==> config.mk <==
export PLATFORM = sky130hd
export DESIGN_NAME = lpqm_top
export DESIGN_NICKNAME = d
export VERILOG_FILES = /design/src/logic/lpqm_pkg.sv /design/src/logic/lpqm_abs_if.sv /design/src/logic/lpqm_top.sv /design/src/logic/lpqm_abs.sv
export SDC_FILE = /design/constraint.sdc
export NUM_CORES = 2
export LEC_CHECK = 0
export BUFFER_PORTS_ARGS = -buffer_cell sky130_fd_sc_hd__buf_2
export CORE_MARGIN = 5
export CORE_UTILIZATION = 40
export DETAILED_ROUTE_END_ITERATION = 12
export PLACE_DENSITY = 0.52
export SYNTH_ARGS = -nofsm -noshare
export SYNTH_HDL_FRONTEND = slang
export SYNTH_HIERARCHICAL = 1
export SYNTH_SLANG_ARGS = --single-unit
==> constraint.sdc <==
create_clock -name sys_clk_i -period 252.6 [get_ports sys_clk_i]
set_input_delay 50.52 -clock sys_clk_i [delete_from_list [all_inputs] [get_ports sys_clk_i]]
set_output_delay 50.52 -clock sys_clk_i [all_outputs]
set_load 0.01 [all_outputs]
==> src/logic/lpqm_pkg.sv <==
// package: register map, field positions, reset values and timing constants for the power-quality monitor
package lpqm_pkg;
	// register offsets (byte addresses of the internal map)
	localparam logic [7:0] ADDR_LINE_PERIOD_OR_FREQUENCY = 8'h0a;
	localparam logic [7:0] ADDR_MODE_REGISTER_TWO = 8'h0c;
	localparam logic [7:0] ADDR_CROSSING_TIMEOUT_VALUE = 8'h11;
	localparam logic [7:0] ADDR_SAG_CYCLE_COUNT = 8'h13;
	localparam logic [7:0] ADDR_SAG_THRESHOLD = 8'h14;
	localparam logic [7:0] ADDR_CURRENT_PEAK_THRESHOLD = 8'h15;
	localparam logic [7:0] ADDR_VOLTAGE_PEAK_THRESHOLD = 8'h16;
	localparam logic [7:0] ADDR_CURRENT_PEAK_HOLD = 8'h17;
	localparam logic [7:0] ADDR_CURRENT_PEAK_HOLD_CLEAR_ON_READ = 8'h18;
	localparam logic [7:0] ADDR_VOLTAGE_PEAK_HOLD = 8'h19;
	localparam logic [7:0] ADDR_VOLTAGE_PEAK_HOLD_CLEAR_ON_READ = 8'h1a;
	localparam logic [7:0] ADDR_ENERGY_IRQ_ENABLE_THREE = 8'hdb;
	localparam logic [7:0] ADDR_ENERGY_IRQ_STATUS_THREE = 8'hde;
	localparam logic [7:0] ADDR_POWER_MGMT_IRQ_ENABLE = 8'hec;
	localparam logic [7:0] ADDR_POWER_MGMT_IRQ_FLAGS = 8'hf8;
	localparam logic [7:0] ADDR_FILTER_CONTROL = 8'h30;

	// field positions
	localparam int BIT_LINE_CROSSING = 0;
	localparam int BIT_CROSSING_TIMEOUT = 1;
	localparam int BIT_VOLTAGE_PEAK = 3;
	localparam int BIT_CURRENT_PEAK = 4;
	localparam int BIT_SAG_EVENT = 5;
	localparam int BIT_PERIOD_FREQUENCY_SELECT = 1;
	localparam int BIT_FILTER_BYPASS = 0;

	// reset values
	localparam logic [11:0] RST_CROSSING_TIMEOUT_VALUE = 12'hfff;
	localparam logic [7:0] RST_SAG_CYCLE_COUNT = 8'hff;
	localparam logic [15:0] RST_SAG_THRESHOLD = 16'h0000;
	localparam logic [15:0] RST_PEAK_THRESHOLD = 16'hffff;
	localparam logic [7:0] RST_MODE_REGISTER_TWO = 8'h00;

	// timing: nominal metering clock and its derived tick rates
	localparam int NOMINAL_MCLK_HZ = 4096000;
	localparam int TIMEOUT_TICK_MCLK = 160;
	localparam int PERIOD_TICK_MCLK = 10;
	localparam int FREQ_LSB_PER_HZ = 16;
	// numerator for frequency = NOMINAL/PERIOD_TICK * 16 / period_count
	localparam logic [31:0] FREQ_NUMERATOR = 32'(NOMINAL_MCLK_HZ / PERIOD_TICK_MCLK * FREQ_LSB_PER_HZ);
	// single-pole filter shift: pole near 63.7 Hz at the filter's sample rate
	localparam int LOWPASS_SHIFT = 4;
endpackage

==> src/logic/lpqm_abs_if.sv <==
// interface: one signed sample in, its magnitude out
`timescale 1ns/10ps
interface lpqm_abs_if #(parameter int W = 24);
	logic signed [W-1:0] sample;
	logic [W-1:0] magnitude;
	modport user (output sample, input magnitude);
	modport unit (input sample, output magnitude);
endinterface

==> src/logic/lpqm_top.sv <==
// top: zero crossing, timeout, period/frequency, sag and peak monitoring with register port
//
// Function
// - zero crossing from filter, bypass selectable
// - crossing sets status bit 0, interrupt
// - 12-bit timeout decrements every 160 clocks
// - timeout reloads at crossing, resets fff
// - timeout zero sets bit 1, interrupt
// - timeout value readable and writable
// - 16-bit period or frequency per period
// - period counted at master clock / 10
// - frequency at 1/16 Hz per count
// - sag while magnitude below threshold
// - threshold 0 or 1 means level zero
// - cycle count is one plus cycles
// - sag sets power flag bit 5, interrupt
// - voltage peak above threshold sets bit 3
// - current top bytes above threshold set bit 4
// - peak interrupts gated by enable bits
// - 24-bit peak holds track the maximum
// - clear-on-read alias returns then zeroes hold
`timescale 1ns/10ps
module lpqm_top #(
	parameter int SAMPLE_W = 24,
	parameter int FILT_W = 16
) (
	input wire logic sys_clk_i,
	input wire logic sys_rst_i,
	input wire logic metering_clk_en_i,
	input wire logic voltage_valid_i,
	input wire logic signed [SAMPLE_W-1:0] voltage_sample_i,
	input wire logic current_valid_i,
	input wire logic signed [SAMPLE_W-1:0] current_sample_i,
	input wire logic [7:0] reg_addr_i,
	input wire logic [23:0] reg_wdata_i,
	input wire logic reg_wr_i,
	input wire logic reg_rd_i,
	output logic [23:0] reg_rdata_o,
	output logic energy_irq_o,
	output logic power_mgmt_irq_o,
	output logic line_crossing_o
);
	// ****************************************************************
	// sample conditioning
	// ****************************************************************
	logic signed [FILT_W-1:0] volt_top;
	logic signed [FILT_W-1:0] cur_top;
	logic signed [FILT_W+lpqm_pkg::LOWPASS_SHIFT-1:0] lpf_acc;
	logic signed [FILT_W+lpqm_pkg::LOWPASS_SHIFT-1:0] next_lpf_acc;
	logic signed [FILT_W-1:0] lpf_out;
	logic signed [FILT_W-1:0] zx_input;
	logic zx_sign;
	logic next_zx_sign;
	logic zx_event;
	logic [7:0] mode_register_two;
	logic [7:0] filter_control;

	assign volt_top = voltage_sample_i[SAMPLE_W-1 -: FILT_W];
	assign cur_top = current_sample_i[SAMPLE_W-1 -: FILT_W];
	assign lpf_out = lpf_acc[FILT_W+lpqm_pkg::LOWPASS_SHIFT-1 -: FILT_W];
	// bypass trades noise rejection for lower group delay
	assign zx_input = filter_control[lpqm_pkg::BIT_FILTER_BYPASS] ? volt_top : lpf_out;

	always_comb begin
		next_lpf_acc = lpf_acc;
		next_zx_sign = zx_sign;
		if (voltage_valid_i) begin
			next_lpf_acc = lpf_acc + (FILT_W+lpqm_pkg::LOWPASS_SHIFT)'(volt_top)
				- (FILT_W+lpqm_pkg::LOWPASS_SHIFT)'(lpf_out);
			next_zx_sign = zx_input[FILT_W-1];
		end
	end
	// only negative-to-positive transitions count, one per line period
	assign zx_event = voltage_valid_i && zx_sign && !zx_input[FILT_W-1];

	always_ff @(posedge sys_clk_i or posedge sys_rst_i) begin
		if (sys_rst_i) begin
			lpf_acc <= '0;
			zx_sign <= 1'b0;
		end else begin
			lpf_acc <= next_lpf_acc;
			zx_sign <= next_zx_sign;
		end
	end

	lpqm_abs_if #(.W(FILT_W)) zx_abs_bus();
	lpqm_abs_if #(.W(FILT_W)) cur_abs_bus();
	lpqm_abs_if #(.W(SAMPLE_W)) vhold_abs_bus();
	lpqm_abs_if #(.W(SAMPLE_W)) ihold_abs_bus();
	assign zx_abs_bus.sample = zx_input;
	assign cur_abs_bus.sample = cur_top;
	assign vhold_abs_bus.sample = voltage_sample_i;
	assign ihold_abs_bus.sample = current_sample_i;
	lpqm_abs u_zx_abs (.port(zx_abs_bus.unit));
	lpqm_abs u_cur_abs (.port(cur_abs_bus.unit));
	lpqm_abs u_vhold_abs (.port(vhold_abs_bus.unit));
	lpqm_abs u_ihold_abs (.port(ihold_abs_bus.unit));

	// ****************************************************************
	// clock dividers from the metering clock enable
	// ****************************************************************
	logic [7:0] div160;
	logic [7:0] next_div160;
	logic [3:0] div10;
	logic [3:0] next_div10;
	logic tick160;
	logic tick10;
	assign tick160 = metering_clk_en_i && (div160 == 8'(lpqm_pkg::TIMEOUT_TICK_MCLK - 1));
	assign tick10 = metering_clk_en_i && (div10 == 4'(lpqm_pkg::PERIOD_TICK_MCLK - 1));
	always_comb begin
		next_div160 = div160;
		next_div10 = div10;
		if (metering_clk_en_i) begin
			next_div160 = tick160 ? 8'h00 : div160 + 8'h01;
			next_div10 = tick10 ? 4'h0 : div10 + 4'h1;
		end
	end
	always_ff @(posedge sys_clk_i or posedge sys_rst_i) begin
		if (sys_rst_i) begin
			div160 <= 8'h00;
			div10 <= 4'h0;
		end else begin
			div160 <= next_div160;
			div10 <= next_div10;
		end
	end

	// ****************************************************************
	// registers written by software
	// ****************************************************************
	logic [11:0] crossing_timeout_value;
	logic [7:0] sag_cycle_count;
	logic [15:0] sag_threshold;
	logic [15:0] current_peak_threshold;
	logic [15:0] voltage_peak_threshold;
	logic [7:0] energy_irq_enable_three;
	logic [7:0] power_mgmt_irq_enable;
	logic wr_ctl;
	assign wr_ctl = reg_wr_i;
	always_ff @(posedge sys_clk_i or posedge sys_rst_i) begin
		if (sys_rst_i) begin
			crossing_timeout_value <= lpqm_pkg::RST_CROSSING_TIMEOUT_VALUE;
			sag_cycle_count <= lpqm_pkg::RST_SAG_CYCLE_COUNT;
			sag_threshold <= lpqm_pkg::RST_SAG_THRESHOLD;
			current_peak_threshold <= lpqm_pkg::RST_PEAK_THRESHOLD;
			voltage_peak_threshold <= lpqm_pkg::RST_PEAK_THRESHOLD;
			energy_irq_enable_three <= 8'h00;
			power_mgmt_irq_enable <= 8'h00;
			mode_register_two <= lpqm_pkg::RST_MODE_REGISTER_TWO;
			filter_control <= 8'h00;
		end else if (wr_ctl) begin
			unique case (reg_addr_i)
				lpqm_pkg::ADDR_CROSSING_TIMEOUT_VALUE: crossing_timeout_value <= reg_wdata_i[11:0];
				lpqm_pkg::ADDR_SAG_CYCLE_COUNT: sag_cycle_count <= reg_wdata_i[7:0];
				lpqm_pkg::ADDR_SAG_THRESHOLD: sag_threshold <= reg_wdata_i[15:0];
				lpqm_pkg::ADDR_CURRENT_PEAK_THRESHOLD: current_peak_threshold <= reg_wdata_i[15:0];
				lpqm_pkg::ADDR_VOLTAGE_PEAK_THRESHOLD: voltage_peak_threshold <= reg_wdata_i[15:0];
				lpqm_pkg::ADDR_ENERGY_IRQ_ENABLE_THREE: energy_irq_enable_three <= reg_wdata_i[7:0];
				lpqm_pkg::ADDR_POWER_MGMT_IRQ_ENABLE: power_mgmt_irq_enable <= reg_wdata_i[7:0];
				lpqm_pkg::ADDR_MODE_REGISTER_TWO: mode_register_two <= reg_wdata_i[7:0];
				lpqm_pkg::ADDR_FILTER_CONTROL: filter_control <= reg_wdata_i[7:0];
				default: begin
				end
			endcase
		end
	end

	// ****************************************************************
	// timeout, period and frequency
	// ****************************************************************
	logic [11:0] timeout_cnt;
	logic [11:0] next_timeout_cnt;
	logic timeout_hit;
	logic timeout_armed;
	logic next_timeout_armed;
	logic [15:0] period_cnt;
	logic [15:0] next_period_cnt;
	logic [15:0] line_period_or_frequency;
	logic [15:0] next_line_period_or_frequency;
	logic [31:0] freq_value;
	// divider is combinational; fine at this low event rate
	assign freq_value = (period_cnt == 16'h0000) ? 32'h0000_0000 : lpqm_pkg::FREQ_NUMERATOR / {16'h0000, period_cnt};
	assign timeout_hit = tick160 && timeout_armed && (timeout_cnt == 12'h001);

	always_comb begin
		next_timeout_cnt = timeout_cnt;
		next_timeout_armed = timeout_armed;
		next_period_cnt = period_cnt;
		next_line_period_or_frequency = line_period_or_frequency;
		if (zx_event) begin
			next_timeout_cnt = crossing_timeout_value;
			next_timeout_armed = 1'b1;
			next_period_cnt = 16'h0000;
			if (mode_register_two[lpqm_pkg::BIT_PERIOD_FREQUENCY_SELECT]) begin
				next_line_period_or_frequency = freq_value[15:0];
			end else begin
				next_line_period_or_frequency = period_cnt;
			end
		end else begin
			if (tick160 && timeout_armed) begin
				next_timeout_cnt = timeout_cnt - 12'h001;
				// one timeout per silence; rearmed by the next crossing
				if (timeout_hit) begin
					next_timeout_armed = 1'b0;
				end
			end
			if (tick10 && period_cnt != 16'hffff) begin
				next_period_cnt = period_cnt + 16'h0001;
			end
		end
	end
	always_ff @(posedge sys_clk_i or posedge sys_rst_i) begin
		if (sys_rst_i) begin
			timeout_cnt <= lpqm_pkg::RST_CROSSING_TIMEOUT_VALUE;
			timeout_armed <= 1'b1;
			period_cnt <= 16'h0000;
			line_period_or_frequency <= 16'h0000;
		end else begin
			timeout_cnt <= next_timeout_cnt;
			timeout_armed <= next_timeout_armed;
			period_cnt <= next_period_cnt;
			line_period_or_frequency <= next_line_period_or_frequency;
		end
	end

	// ****************************************************************
	// sag detection
	// ****************************************************************
	logic sag_below;
	logic [7:0] sag_cycles;
	logic [7:0] next_sag_cycles;
	logic sag_hit;
	logic sag_cycle_below;
	logic next_sag_cycle_below;
	// thresholds of 0 and 1 compare as zero so nothing is ever below
	assign sag_below = (sag_threshold > 16'h0001) && (zx_abs_bus.magnitude < sag_threshold);
	// count saturates; flag fires when count reaches programmed value minus one
	assign sag_hit = zx_event && sag_cycle_below && (8'(sag_cycles + 8'h01) == 8'(sag_cycle_count - 8'h01));
	always_comb begin
		next_sag_cycles = sag_cycles;
		next_sag_cycle_below = sag_cycle_below;
		if (voltage_valid_i && !sag_below) begin
			next_sag_cycle_below = 1'b0;
			next_sag_cycles = 8'h00;
		end
		if (zx_event) begin
			// a full cycle counts only if every sample in it was below
			if (sag_cycle_below && !(voltage_valid_i && !sag_below) && sag_cycles != 8'hff) begin
				next_sag_cycles = sag_cycles + 8'h01;
			end
			next_sag_cycle_below = 1'b1;
		end
	end
	always_ff @(posedge sys_clk_i or posedge sys_rst_i) begin
		if (sys_rst_i) begin
			sag_cycles <= 8'h00;
			sag_cycle_below <= 1'b0;
		end else begin
			sag_cycles <= next_sag_cycles;
			sag_cycle_below <= next_sag_cycle_below;
		end
	end

	// ****************************************************************
	// peaks, holds and flags
	// ****************************************************************
	logic volt_peak_hit;
	logic cur_peak_hit;
	logic [23:0] voltage_peak_hold;
	logic [23:0] current_peak_hold;
	logic [23:0] next_voltage_peak_hold;
	logic [23:0] next_current_peak_hold;
	logic [7:0] energy_irq_status_three;
	logic [7:0] power_mgmt_irq_flags;
	logic [7:0] next_energy_irq_status_three;
	logic [7:0] next_power_mgmt_irq_flags;
	logic [7:0] energy_set;
	logic [7:0] power_set;
	logic rd_vclr;
	logic rd_iclr;

	// raw sample, not the filter output: a peak must not be smoothed away
	assign volt_peak_hit = voltage_valid_i && (vhold_abs_bus.magnitude[SAMPLE_W-1 -: FILT_W] > voltage_peak_threshold);
	assign cur_peak_hit = current_valid_i && (cur_abs_bus.magnitude > current_peak_threshold);
	assign rd_vclr = reg_rd_i && reg_addr_i == lpqm_pkg::ADDR_VOLTAGE_PEAK_HOLD_CLEAR_ON_READ;
	assign rd_iclr = reg_rd_i && reg_addr_i == lpqm_pkg::ADDR_CURRENT_PEAK_HOLD_CLEAR_ON_READ;

	always_comb begin
		energy_set = 8'h00;
		energy_set[lpqm_pkg::BIT_LINE_CROSSING] = zx_event;
		energy_set[lpqm_pkg::BIT_CROSSING_TIMEOUT] = timeout_hit;
		energy_set[lpqm_pkg::BIT_VOLTAGE_PEAK] = volt_peak_hit;
		energy_set[lpqm_pkg::BIT_CURRENT_PEAK] = cur_peak_hit;
		power_set = 8'h00;
		power_set[lpqm_pkg::BIT_SAG_EVENT] = sag_hit;
		next_energy_irq_status_three = energy_irq_status_three;
		next_power_mgmt_irq_flags = power_mgmt_irq_flags;
		// write-one-to-clear; a same-cycle event wins over the clear
		if (reg_wr_i && reg_addr_i == lpqm_pkg::ADDR_ENERGY_IRQ_STATUS_THREE) begin
			next_energy_irq_status_three = energy_irq_status_three & ~reg_wdata_i[7:0];
		end
		if (reg_wr_i && reg_addr_i == lpqm_pkg::ADDR_POWER_MGMT_IRQ_FLAGS) begin
			next_power_mgmt_irq_flags = power_mgmt_irq_flags & ~reg_wdata_i[7:0];
		end
		next_energy_irq_status_three = next_energy_irq_status_three | energy_set;
		next_power_mgmt_irq_flags = next_power_mgmt_irq_flags | power_set;

		next_voltage_peak_hold = rd_vclr ? 24'h000000 : voltage_peak_hold;
		next_current_peak_hold = rd_iclr ? 24'h000000 : current_peak_hold;
		if (voltage_valid_i && vhold_abs_bus.magnitude > next_voltage_peak_hold) begin
			next_voltage_peak_hold = vhold_abs_bus.magnitude;
		end
		if (current_valid_i && ihold_abs_bus.magnitude > next_current_peak_hold) begin
			next_current_peak_hold = ihold_abs_bus.magnitude;
		end
	end

	always_ff @(posedge sys_clk_i or posedge sys_rst_i) begin
		if (sys_rst_i) begin
			energy_irq_status_three <= 8'h00;
			power_mgmt_irq_flags <= 8'h00;
			voltage_peak_hold <= 24'h000000;
			current_peak_hold <= 24'h000000;
			energy_irq_o <= 1'b0;
			power_mgmt_irq_o <= 1'b0;
			line_crossing_o <= 1'b0;
		end else begin
			energy_irq_status_three <= next_energy_irq_status_three;
			power_mgmt_irq_flags <= next_power_mgmt_irq_flags;
			voltage_peak_hold <= next_voltage_peak_hold;
			current_peak_hold <= next_current_peak_hold;
			energy_irq_o <= |(next_energy_irq_status_three & energy_irq_enable_three);
			power_mgmt_irq_o <= |(next_power_mgmt_irq_flags & power_mgmt_irq_enable);
			line_crossing_o <= zx_event;
		end
	end

	// ****************************************************************
	// read port
	// ****************************************************************
	logic [23:0] next_reg_rdata;
	always_comb begin
		next_reg_rdata = 24'h000000;
		if (reg_rd_i) begin
			unique case (reg_addr_i)
				lpqm_pkg::ADDR_LINE_PERIOD_OR_FREQUENCY: next_reg_rdata = {8'h00, line_period_or_frequency};
				lpqm_pkg::ADDR_MODE_REGISTER_TWO: next_reg_rdata = {16'h0000, mode_register_two};
				lpqm_pkg::ADDR_CROSSING_TIMEOUT_VALUE: next_reg_rdata = {12'h000, crossing_timeout_value};
				lpqm_pkg::ADDR_SAG_CYCLE_COUNT: next_reg_rdata = {16'h0000, sag_cycle_count};
				lpqm_pkg::ADDR_SAG_THRESHOLD: next_reg_rdata = {8'h00, sag_threshold};
				lpqm_pkg::ADDR_CURRENT_PEAK_THRESHOLD: next_reg_rdata = {8'h00, current_peak_threshold};
				lpqm_pkg::ADDR_VOLTAGE_PEAK_THRESHOLD: next_reg_rdata = {8'h00, voltage_peak_threshold};
				lpqm_pkg::ADDR_CURRENT_PEAK_HOLD,
				lpqm_pkg::ADDR_CURRENT_PEAK_HOLD_CLEAR_ON_READ: next_reg_rdata = current_peak_hold;
				lpqm_pkg::ADDR_VOLTAGE_PEAK_HOLD,
				lpqm_pkg::ADDR_VOLTAGE_PEAK_HOLD_CLEAR_ON_READ: next_reg_rdata = voltage_peak_hold;
				lpqm_pkg::ADDR_ENERGY_IRQ_ENABLE_THREE: next_reg_rdata = {16'h0000, energy_irq_enable_three};
				lpqm_pkg::ADDR_ENERGY_IRQ_STATUS_THREE: next_reg_rdata = {16'h0000, energy_irq_status_three};
				lpqm_pkg::ADDR_POWER_MGMT_IRQ_ENABLE: next_reg_rdata = {16'h0000, power_mgmt_irq_enable};
				lpqm_pkg::ADDR_POWER_MGMT_IRQ_FLAGS: next_reg_rdata = {16'h0000, power_mgmt_irq_flags};
				lpqm_pkg::ADDR_FILTER_CONTROL: next_reg_rdata = {16'h0000, filter_control};
				default: next_reg_rdata = 24'h000000;
			endcase
		end
	end
	always_ff @(posedge sys_clk_i or posedge sys_rst_i) begin
		if (sys_rst_i) begin
			reg_rdata_o <= 24'h000000;
		end else begin
			reg_rdata_o <= next_reg_rdata;
		end
	end
endmodule

==> src/logic/lpqm_abs.sv <==
// module: saturating absolute value of a signed sample
`timescale 1ns/10ps
module lpqm_abs (
	lpqm_abs_if.unit port
);
	localparam int W = $bits(port.sample);
	logic [W-1:0] negated;
	always_comb begin
		negated = W'(-port.sample);
		// most negative code saturates instead of wrapping to itself
		if (port.sample[W-1] && negated[W-1]) begin
			port.magnitude = {1'b0, {(W-1){1'b1}}};
		end else if (port.sample[W-1]) begin
			port.magnitude = negated;
		end else begin
			port.magnitude = port.sample;
		end
	end
endmodule

==> impl_results.md <==
* DRT Pass-1 Iters at 7
* Fin crit period at 97840 ps
* Clock transition at the registers of the reported paths at approximately 60 ps
* Diodes inserted at 0
* Final Net Count at 6238
* Largest net degree at the start of global routing at 90
* Mapped cell area at 0.0431 mm2
* RSZ-0062 raised after global routing: false
* TritonCTS Sinks at 278
* Tightest Pin Transition at 1220 ps
* EDFF count, synth at 0
* Distinct cells, synth at ~130
* Max Root-Sink Buffers at 3
* Core area at roughly 0.11 mm2
* Total negative setup slack at 0 ps
* Via Count at 42000
* DP Wirelength at 110000 um
* Status: finished, final reports clean
* Post-synthesis cell count at 5636
* Final wirelength at 142000 um
* Starting Density at 40.3%
* WL per Instance at 20.1 um
* Tot GR Track Use at 23.7%
* Die H at 338 um
* CP Max Fanout at 36
* First-pass GRT wire length at 224000 um
* WP data required at ~250000 ps
* Row count at 120
* Met1 global-route usage at 31.0%
* Post-Layout Cell Count at 7074
* Clock root cell: clkbuf_16
* Antenna violations before repair at 3
* Final period util at 38.7%
* Met2 Resource Use GR at 42.5%
* Final antenna-violating net count at 0
* Final Hold Viols at 0
* Die X at about 340 um
* CTS Buf Count at 36
* Primary FF master, synth: dfrtp_1
* Critical Path AT at 98240 ps
* H-tree Lvls at 2
* Worst Setup Path Type: reg2reg
* Clk_lat worst skew at 590 ps
* Hold Path Class: reg2reg
* CTS Hold Bufs at 0
* Synth-to-Final Area Change at 7.25%
* Die area at 0.115 mm2
* Number of gates resized after CTS at 0
* Relative slew margins at between 10% and 20%
* Gr busiest metal: met2
* Max incr delay on CP at between 800 and 900 ps
* Drt drc at 0
* Yosys top cell area share at 14.2%
* Cell mode on critical path: o21ai_0
* Biggest area consumer among synthesized cells: ha_1
* Fin. max-slew vios at 0
* Ys Warns at 6
* Met3 Use GR at 1.71%
* Post-synth net total at around 6200
* Synth Register Bits at between 200 and 300
* Top Family by Delay on Critical Path: compound AO/OA/AOI/OAI gates
* Placed cell count at roughly 7000
* CP bufs+invs at 15
* Setup violators final at 0
* Seq/Total Area, Yosys at between 10% and 20%
* TritonCTS clock tree: built
* Routability cong. at 0.879
* Post-Syn Area per Cell at 7.65 um2
* Post-synth top cells: 542 x nand2_1, 489 x ha_1, 452 x nor2_1, 397 x o21ai_0, 356 x a21oi_1
* First DRT Iteration DRCs at 2659
* Most common cell in the netlist: nand2_1
* # IOs at 114
* Vias/cell at 5.93
* CP startpoint kind: flop
* Max_cap viols at 0
* Highest clock rate at 10.2 MHz
* Gr ovfl total at 0
* Clock Skew at around 23 ps
* Asr flop ratio synth at 100%
* Number of global-route vias before repair at 40200
* Setup bufs post-CTS at 0
* Slowest-stage cell, CP: dfrtp_2
* Share of cells above drive strength 1 at between 10 and 15%
* # port buffers at ~110
* Reg2Reg Setup Slack at 154760 ps
* CP endpoint kind: flop
* Largest cells by area after synthesis: ha_1 14%, dfrtp_1 12%, mux2_2 4.8%
cell usage in the layout (no fill, tap or decap), types with 54 or more instances in the layout:
cell type	instances
nor3_1	128
nand4_1	69
and2_1	82
a21o_1	186
o211ai_1	58
o21ai_0	397
nor2b_1	61
xnor2_1	224
ha_1	488
dfstp_2	65
buf_2	105
o21a_1	90
inv_1	323
nor2_1	447
nand3_1	162
mux2_2	183
buf_4	60
o31ai_1	120
xor2_1	101
a31oi_1	79
nand2_1	542
nand2b_1	139
mux2i_1	54
dfrtp_1	212
a21oi_1	356
final cells by class:
class                   instances  area, um2
fillers                     11100      60800
clock buffers                  50        973
multi-input cells            4830      34100
clock inverters                16        203
flip-flops and latches        278       7040
repair buffers                165        976
inverters                     332       1250
well taps                    1403       1760
flip-flops by register name (all words and copies together), names as in the netlist, 12 cells and up:
register and flops:
voltage_peak_threshold 16, timeout_cnt 12, line_period_or_frequency 16, sag_threshold 16
current_peak_threshold 16, current_peak_hold 24, lpf_acc 20, voltage_peak_hold 24
reg_rdata_o 24, period_cnt 16, crossing_timeout_value 12
through the flow:
stage	hold WS [ps]	util, %	cell area [um2]	worst slack [ps]
after floorplan	459	-	43100	168780
after global placement	476	42.1	45100	155960
after detailed placement	478	42.1	45100	155780
after CTS	489	43.2	46300	155150
after global routing	516	43.2	46300	145640
final	489	43.2	46300	154760
per-layer routing:
metal  up-vias  share of wire, %
met1     20100                46
met3       143               3.3
met2       817                48
met5         -            0.0091
met4         2               2.5
li1      21000                 -
final timing paths:
path,endpoint,startpoint,cells past startpoint
max,line_period_or_frequency[0],period_cnt[0],425
min,div160[2],div160[2],1
max reg2reg,line_period_or_frequency[0],period_cnt[0],425
min reg2reg,div160[2],div160[2],1
max in group asynchronous,period_cnt[0],sys_rst_i,3
min in group asynchronous,lpf_acc[3],sys_rst_i,2
kinds of logic after synthesis:
family,after synthesis,synth area share (%)
xor+xnor,326,6.64
fa+ha+maj,508,15.1
other cells,4,0.0348
mux,237,6.03
flops,278,16.3
buf+inv,528,4.84
compound gates,1814,28.5
simple gates,1941,22.6
Power is not shown: default switching activity piles up to over one toggle a cycle in this logic, so the estimate is an artifact.
